[config.mk]
export PLATFORM = sky130hd
export DESIGN_NAME = tmo_timer
export DESIGN_NICKNAME = d
export VERILOG_FILES = /design/src/tmo_timer.v
export VERILOG_INCLUDE_DIRS = /design/src
export SDC_FILE = /design/constraint.sdc
export NUM_CORES = 1
export LEC_CHECK = 0
export ABC_AREA = 1
export BUFFER_PORTS_ARGS = -buffer_cell sky130_fd_sc_hd__buf_2
export CAP_MARGIN = 20
export CORE_MARGIN = 2
export CORE_UTILIZATION = 43
export CTS_CLUSTER_DIAMETER = 200
export DETAILED_ROUTE_END_ITERATION = 16
export HOLD_SLACK_MARGIN = 0.08
export MAX_ROUTING_LAYER = met4
export PLACE_DENSITY_LB_ADDON = 0.08
export RECOVER_POWER = 100
export SLEW_MARGIN = 20
export SYNTH_ARGS = -nofsm -noshare
export SYNTH_HDL_FRONTEND = slang
export SYNTH_SLANG_ARGS = --single-unit
[constraint.sdc]
create_clock -name REF_CLK -period 3.2 [get_ports REF_CLK]
set_clock_uncertainty 0.2 [all_clocks]
set_input_delay 0.16 -clock REF_CLK [delete_from_list [all_inputs] [get_ports REF_CLK]]
set_output_delay 0.16 -clock REF_CLK [all_outputs]
set_load 0.02 [all_outputs]
[src/tmo_defines.vh]
// Purpose: Register map, field positions and reset values of the timer one block.
// Assumes: APB with 32-bit data, one register to an aligned word.
// Notes: Definitions only.
`ifndef TMO_DEFINES_VH
`define TMO_DEFINES_VH
`define TMO_ADDR_CTRL     8'h00
`define TMO_ADDR_CNT_LO   8'h04
`define TMO_ADDR_CNT_HI   8'h08
`define TMO_ADDR_IRQ_STAT 8'h0c
`define TMO_ADDR_IRQ_MASK 8'h10
`define TMO_ADDR_EVT_CFG  8'h14
`define TMO_BIT_RUN       0
`define TMO_BIT_CLKSEL    1
`define TMO_BIT_SYNCBYP   2
`define TMO_BIT_OSCEN     3
`define TMO_BIT_PS_LO     4
`define TMO_BIT_PS_HI     5
`define TMO_BIT_SYSCLK    6
`define TMO_BIT_WIDE      7
`define TMO_CTRL_RESET    8'h00
`define TMO_CTRL_WMASK    8'hbf
`define TMO_CNT_RESET     16'h0000
`define TMO_CNT_MAX       16'hffff
`define TMO_IFD_DIV       2'h3
`define TMO_PS_ONE        2'h0
`define TMO_PS_TWO        2'h1
`define TMO_PS_FOUR       2'h2
`define TMO_PS_EIGHT      2'h3
`endif

[src/tmo_timer.v]
// Purpose: Sixteen-bit timer/counter with 8-bit control register, prescaler and APB register access.
// Assumes: All inputs synchronous to REF_CLK; the external clock pin is sampled by REF_CLK.
// Notes: Registers at 0x00 control, 0x04 low byte, 0x08 high byte, 0x0c status, 0x10 mask, 0x14 event enable.
`timescale 1ns/1ps
`include "tmo_defines.vh"
module tmo_timer #(
	parameter PS_W = 3
) (
	input  wire        REF_CLK,
	input  wire        RST,
	input  wire        PSEL,
	input  wire        PENABLE,
	input  wire        PWRITE,
	input  wire [7:0]  PADDR,
	input  wire [31:0] PWDATA,
	input  wire [3:0]  PSTRB,
	output reg  [31:0] PRDATA,
	output wire        PREADY,
	output wire        PSLVERR,
	input  wire        EXTERNAL_CLOCK_PIN,
	input  wire        SPECIAL_EVENT_TRIGGER,
	input  wire        SYSCLK_FROM_AUX_OSC,
	output reg         AUX_OSC_ENABLE,
	output reg         IRQ
);
	reg  [7:0]      ctrl_ff;
	reg  [7:0]      nxt_ctrl;
	reg  [7:0]      cnt_lo_ff;
	reg  [7:0]      nxt_cnt_lo;
	reg  [7:0]      cnt_hi_ff;
	reg  [7:0]      nxt_cnt_hi;
	reg  [7:0]      hi_buf_ff;
	reg  [7:0]      nxt_hi_buf;
	reg  [PS_W-1:0] ps_cnt_ff;
	reg  [PS_W-1:0] nxt_ps_cnt;
	reg  [1:0]      ifd_ff;
	reg             sync1_ff;
	reg             sync2_ff;
	reg             prev_ext_ff;
	reg             sysclk_ff;
	reg  [0:0]      irq_stat_ff;
	reg  [0:0]      irq_mask_ff;
	reg             evt_en_ff;
	reg             ready_ff;
	reg  [31:0]     nxt_rdata;
	reg             tick;
	reg             ps_out;
	reg             ovf;
	reg  [15:0]     cnt_inc;
	wire            access;
	wire            wr;
	wire            rd;
	wire            wr_lane0;
	wire            ext_level;
	wire            ext_rise;
	wire            int_tick;
	wire            wide;
	reg             nxt_irq_stat;
	reg             nxt_irq_mask;
	reg             nxt_evt_en;
	reg  [31:0]     nxt_prdata;
	wire            stat_clr;
	wire            mask_wr;
	wire            evt_wr;
	wire            rd_setup;

	// Prescale mask for a ratio code, zero for divide by one: the prescaler output fires when masked bits are all ones.
	function [PS_W-1:0] ps_mask;
		input [1:0] sel;
		begin
			case (sel)
				`TMO_PS_ONE:   ps_mask = {PS_W{1'b0}};
				`TMO_PS_TWO:   ps_mask = {PS_W{1'b1}} >> (PS_W - 1);
				`TMO_PS_FOUR:  ps_mask = {PS_W{1'b1}} >> (PS_W - 2);
				`TMO_PS_EIGHT: ps_mask = {PS_W{1'b1}} >> (PS_W - 3);
				default:       ps_mask = {PS_W{1'b0}};
			endcase
		end
	endfunction

	// One-cycle transfer: setup then a single access cycle with PREADY high.
	assign access   = PSEL & PENABLE & ready_ff;
	assign wr       = access & PWRITE;
	assign rd       = access & ~PWRITE;
	assign wr_lane0 = wr & PSTRB[0];
	assign PREADY   = ready_ff;
	assign PSLVERR  = 1'b0;
	assign wide     = ctrl_ff[`TMO_BIT_WIDE];

	always @(posedge REF_CLK) begin
		if (RST) begin
			ready_ff <= 1'b0;
		end else begin
			ready_ff <= PSEL & ~PENABLE;
		end
	end

	// Instruction clock is the reference divided by four.
	always @(posedge REF_CLK) begin
		if (RST) begin
			ifd_ff <= 2'h0;
		end else begin
			ifd_ff <= ifd_ff + 2'h1;
		end
	end
	assign int_tick = (ifd_ff == `TMO_IFD_DIV);

	// Two-stage synchroniser for the external clock pin.
	always @(posedge REF_CLK) begin
		if (RST) begin
			sync1_ff <= 1'b0;
		end else begin
			sync1_ff <= EXTERNAL_CLOCK_PIN;
		end
	end

	always @(posedge REF_CLK) begin
		if (RST) begin
			sync2_ff <= 1'b0;
		end else begin
			sync2_ff <= sync1_ff;
		end
	end

	// Previous level of the selected path, for rising edge detection.
	always @(posedge REF_CLK) begin
		if (RST) begin
			prev_ext_ff <= 1'b0;
		end else begin
			prev_ext_ff <= ext_level;
		end
	end

	always @(posedge REF_CLK) begin
		if (RST) begin
			sysclk_ff <= 1'b0;
		end else begin
			sysclk_ff <= SYSCLK_FROM_AUX_OSC;
		end
	end
	// Bypass path takes the pin unregistered; synchronised path goes through two stages.
	assign ext_level = ctrl_ff[`TMO_BIT_SYNCBYP] ? EXTERNAL_CLOCK_PIN : sync2_ff;
	assign ext_rise  = ext_level & ~prev_ext_ff;

	always @* begin
		if (ctrl_ff[`TMO_BIT_CLKSEL]) begin
			tick = ext_rise;
		end else begin
			tick = int_tick;
		end
		ps_out  = tick & ((ps_cnt_ff & ps_mask(ctrl_ff[`TMO_BIT_PS_HI:`TMO_BIT_PS_LO])) ==
			ps_mask(ctrl_ff[`TMO_BIT_PS_HI:`TMO_BIT_PS_LO]));
		cnt_inc = {cnt_hi_ff, cnt_lo_ff} + 16'h0001;
		ovf     = 1'b0;
		nxt_ps_cnt = ps_cnt_ff;
		nxt_cnt_lo = cnt_lo_ff;
		nxt_cnt_hi = cnt_hi_ff;
		nxt_hi_buf = hi_buf_ff;
		nxt_ctrl   = ctrl_ff;
		if (ctrl_ff[`TMO_BIT_RUN] && tick) begin
			nxt_ps_cnt = ps_cnt_ff + {{(PS_W-1){1'b0}}, 1'b1};
			if (ps_out) begin
				{nxt_cnt_hi, nxt_cnt_lo} = cnt_inc;
				ovf = ({cnt_hi_ff, cnt_lo_ff} == `TMO_CNT_MAX);
			end
		end
		if (evt_en_ff && SPECIAL_EVENT_TRIGGER) begin
			nxt_cnt_lo = 8'h00;
			nxt_cnt_hi = 8'h00;
		end
		if (rd && PADDR == `TMO_ADDR_CNT_LO && wide) begin
			nxt_hi_buf = cnt_hi_ff;
		end
		if (wr_lane0) begin
			case (PADDR)
				`TMO_ADDR_CTRL: begin
					nxt_ctrl = PWDATA[7:0] & `TMO_CTRL_WMASK;
				end
				`TMO_ADDR_CNT_LO: begin
					nxt_cnt_lo = PWDATA[7:0];
					nxt_ps_cnt = {PS_W{1'b0}};
					if (wide) begin
						nxt_cnt_hi = hi_buf_ff;
					end
				end
				`TMO_ADDR_CNT_HI: begin
					if (wide) begin
						nxt_hi_buf = PWDATA[7:0];
					end else begin
						nxt_cnt_hi = PWDATA[7:0];
					end
				end
				default: begin
					nxt_ctrl = ctrl_ff;
				end
			endcase
		end
	end

	always @* begin
		nxt_rdata = 32'h0000_0000;
		case (PADDR)
			`TMO_ADDR_CTRL:     nxt_rdata[7:0] = {ctrl_ff[7], sysclk_ff, ctrl_ff[5:0]};
			`TMO_ADDR_CNT_LO:   nxt_rdata[7:0] = cnt_lo_ff;
			`TMO_ADDR_CNT_HI:   nxt_rdata[7:0] = wide ? hi_buf_ff : cnt_hi_ff;
			`TMO_ADDR_IRQ_STAT: nxt_rdata[0]   = irq_stat_ff[0];
			`TMO_ADDR_IRQ_MASK: nxt_rdata[0]   = irq_mask_ff[0];
			`TMO_ADDR_EVT_CFG:  nxt_rdata[0]   = evt_en_ff;
			default:            nxt_rdata      = 32'h0000_0000;
		endcase
	end

	// Read data is captured in the setup cycle so that it stands through the access cycle.
	assign rd_setup = PSEL & ~PENABLE & ~PWRITE;
	assign stat_clr = wr_lane0 & (PADDR == `TMO_ADDR_IRQ_STAT) & PWDATA[0];
	assign mask_wr  = wr_lane0 & (PADDR == `TMO_ADDR_IRQ_MASK);
	assign evt_wr   = wr_lane0 & (PADDR == `TMO_ADDR_EVT_CFG);

	// Next interrupt state; an overflow in the clearing cycle keeps the flag set.
	always @* begin
		nxt_irq_stat = irq_stat_ff[0];
		nxt_irq_mask = irq_mask_ff[0];
		nxt_evt_en   = evt_en_ff;
		nxt_prdata   = PRDATA;
		if (ovf) begin
			nxt_irq_stat = 1'b1;
		end else if (stat_clr) begin
			nxt_irq_stat = 1'b0;
		end
		if (mask_wr) begin
			nxt_irq_mask = PWDATA[0];
		end
		if (evt_wr) begin
			nxt_evt_en = PWDATA[0];
		end
		if (rd_setup) begin
			nxt_prdata = nxt_rdata;
		end
	end

	always @(posedge REF_CLK) begin
		if (RST) begin
			ctrl_ff <= `TMO_CTRL_RESET;
		end else begin
			ctrl_ff <= nxt_ctrl;
		end
	end

	always @(posedge REF_CLK) begin
		if (RST) begin
			cnt_lo_ff <= 8'h00;
		end else begin
			cnt_lo_ff <= nxt_cnt_lo;
		end
	end

	always @(posedge REF_CLK) begin
		if (RST) begin
			cnt_hi_ff <= 8'h00;
		end else begin
			cnt_hi_ff <= nxt_cnt_hi;
		end
	end

	always @(posedge REF_CLK) begin
		if (RST) begin
			hi_buf_ff <= 8'h00;
		end else begin
			hi_buf_ff <= nxt_hi_buf;
		end
	end

	always @(posedge REF_CLK) begin
		if (RST) begin
			ps_cnt_ff <= {PS_W{1'b0}};
		end else begin
			ps_cnt_ff <= nxt_ps_cnt;
		end
	end

	always @(posedge REF_CLK) begin
		if (RST) begin
			irq_stat_ff <= 1'b0;
		end else begin
			irq_stat_ff <= nxt_irq_stat;
		end
	end

	always @(posedge REF_CLK) begin
		if (RST) begin
			irq_mask_ff <= 1'b0;
		end else begin
			irq_mask_ff <= nxt_irq_mask;
		end
	end

	always @(posedge REF_CLK) begin
		if (RST) begin
			evt_en_ff <= 1'b0;
		end else begin
			evt_en_ff <= nxt_evt_en;
		end
	end

	always @(posedge REF_CLK) begin
		if (RST) begin
			PRDATA <= 32'h0000_0000;
		end else begin
			PRDATA <= nxt_prdata;
		end
	end

	always @(posedge REF_CLK) begin
		if (RST) begin
			AUX_OSC_ENABLE <= 1'b0;
		end else begin
			AUX_OSC_ENABLE <= nxt_ctrl[`TMO_BIT_OSCEN];
		end
	end

	// The interrupt follows the next status and mask, so it drops on the same edge as a clear.
	always @(posedge REF_CLK) begin
		if (RST) begin
			IRQ <= 1'b0;
		end else begin
			IRQ <= nxt_irq_stat & nxt_irq_mask;
		end
	end
endmodule // tmo_timer

==> metrics.yaml <==
worstSetupEndpointType: "flip-flop"
drt_first_pass_iters: 5
mostFrequentLayoutCell: "nand2_1"
crit_path_buffers_inverters: 5
area.growth.synth_to_final_pct: 11.2
clock_latency_ps: 320
slew_violations: 41
critPathArrivalTime_ps: 2660
grt_util_met1_pct: 31.1
timing.critical_path.cells: "dlygate4sd3_1, clkbuf_1, inv_1, nand3_2, inv_1, nand2_1, nor2_1, a21oi_2, nand2_1, a21oi_1, dlygate4sd3_1"
boundaryPins: 88
dpl.hpwl_um: 6670
h-tree-depth: 2
worst_slew_margin_rel_pct: -30.6
finalHoldViolCount: 0
max_stage_delay_ps: 580
post_detailed_placement_cell_area_mm2: 0.00341
grt.met3_usage_pct: 2.90
rsz0062_at_grt: "no"
grt_start_max_net_pins: 41
min_period_ps: 2590
initial_core_util_pct: 44.8
power_mw: 1.18
drv_cap: 1
globalRouteMet2Util_pct: 36.1
max_clock_freq_mhz: 386
grt_remaining_overflow: 0
placement_rows: 31
seq_power_share_pct: 56.6
cts_buffer_depth: 2
period_share_pct: 81.0
clock-root-buffer: "clkbuf_8"
cts_post_setup_buffers_inserted: 0
drive_gt1_share_pct: 10.4
final_net_count: 591
avgViaCountPerCell: 5.05
worst_setup_hold_path_clk_slew_ps: 110
drt-wirelength-per-cell_um: 14.2
finalSetupViolations: 0
internal_power_uw: 854
synth_area_per_cell_um2: 6.69
remaining_drc_errors: 0
syn-cell-area_mm2: 0.00326
grt_pass1_wl_um: 14900
layout.cell_area.non_filler_mm2: 0.00363
maximum_vdd_drop_mv: 0.271
antenna_found_initial: 0
synth.ff_latch_count: 53
finalHoldWorstSlack_ps: 96.8
coreArea_mm2: 0.00729
dieWidth_um: 91.1
die-height_um: 91.1
drt_iter0_markers: 183
numClockSinks: 53
power_density_cells_mw_per_mm2: 324
power_switching_share_pct: 27.4
critPathRequiredTime_ps: 3260
critPathSlowestCell: "dlygate4sd3_1"
totalWireLength_um: 9020
critical_path.max_fanout: 12
port-buffer-count: 35
setup_total_negative_slack_ps: 0
hold_path_class: "input port to flip-flop"
mostFrequentLayoutCells: "127 x nand2_1, 53 x dfxtp_1, 51 x a21oi_1"
clkPwrFrac_pct: 34.7
start_kind: "input port"
weighted_congestion_reported_at_the_end_of_routability_driven_placement: 0.918
cts-resized-gates: 0
violations_in_the_final_reports: "max-capacitance violations, max-slew violations"
number_of_global_route_vias_before_repair: 2991
finalCoreUtilization_pct: 49.8
comb_power_share_pct: 8.8
tritoncts: "done"
route.vias.total: 3212
ys_seq_area_share_pct: 32.5
synth_cell_types: 36
tightestPinTransition_ps: 1960
grt_busiest_layer: "met2"
power.leakage_nw: 1.48
crit_type: "input port to flip-flop"
outcome: "finished, violations left"
grt_usage_pct: 23.1
antenna-diode-count: 0
numCtsBuffers: 5
number_of_standard_cells_after_synthesis: 488
floorplan.die_area_mm2: 0.00830
crit_family: "buffers and inverters"
p_sw_uw: 323
cts_hold_repair.buffers: 18
ant_nets: 0
synth-warning-count: 0
per-layer routing:
| layer | vias up | routed length, um |
|---|---|---|
| li1 | 1646 | - |
| met1 | 1458 | 4230 |
| met2 | 94 | 4080 |
| met3 | 14 | 474 |
| met4 | 0 | 231 |
| met5 | - | 0 |
cells in the mapped netlist, drive strengths merged:
cell,number,share of area (%)
xor2,5,1.3
clkbuf,8,0.92
o21ai,43,6.6
o221ai,3,0.81
dfxtp,53,33
conb,1,0.11
or2,1,0.19
o21bai,1,0.23
nor4,1,0.19
nor2,40,5.8
inv,54,6.2
nand2,131,16
o211ai,6,1.4
a21oi,52,8.1
buf,31,7.2
nand3,28,5.0
nand4,7,1.8
nor3,12,2.8
o41ai,1,0.27
a211oi,6,1.4
ha,3,1.1
a21boi,1,0.23
worst reg2reg max path, stage by stage (launching register included):
cell and delay [ps]:
dfxtp_1 340, inv_1 80, nand2_1 70, nand2_1 60
nand2_1 60, nand2_2 110, nand2_4 110, nor2_4 210
nand2_1 100, xor2_1 150, nand2_1 60, a21oi_1 60
dlygate4sd3_1 650
metrics by stage:
step           setup WS [ps]  cells
5_1_grt                  374    636
2_1_floorplan           1420    512
3_5_place_dp             950    610
6_report                 609    636
4_1_cts                  815    636
3_3_place_gp             965    610
power groups by stage:
stage          logic [mW]  clock network [mW]  registers (mW)
2_1_floorplan      0.0790                   0           0.681
3_3_place_gp       0.0888                   0           0.681
3_5_place_dp       0.0900                   0           0.681
4_1_cts             0.104               0.412           0.666
5_1_grt             0.113               0.442           0.667
6_report            0.103               0.408           0.666
state kept, by name, summed over array words and instances (netlist names), 2 cells and up:
register / cells
ps_cnt_ff: 3
ifd_ff: 2
cnt_hi_ff: 8
ctrl_ff: 6
cnt_lo_ff: 8
PRDATA: 8
hi_buf_ff: 8
area by class of cell:
| type | count | area, um^2 |
|---|---|---|
| Multi-Input combinational cell | 366 | 1790 |
| Sequential cell | 53 | 1060 |
| Clock buffer | 5 | 68.8 |
| Inverter | 54 | 203 |
| Clock inverter | 3 | 25.0 |
| Fill cell | 790 | 3660 |
| Timing Repair Buffer | 56 | 358 |
| Tap cell | 99 | 124 |
final timing paths:
path                                     end       start  slack (ps)  cells after the start
worst max-delay path            cnt_lo_ff[5]    PADDR[5]         610                     11
worst min register to register      sync2_ff    sync1_ff         210                      2
worst max register to register  cnt_lo_ff[5]  ctrl_ff[2]         840                     12
worst min-delay path               evt_en_ff    PADDR[2]         100                      5
cell families after synthesis:
logic type,share of synthesized area [%]
compound gates,19.0
simple gates,31.5
fa+ha+maj,1.15
other cells,0.115
flops,32.5
xor+xnor,1.34
buf+inv,14.4
No activity file was read; power rests on OpenSTA's default activity.
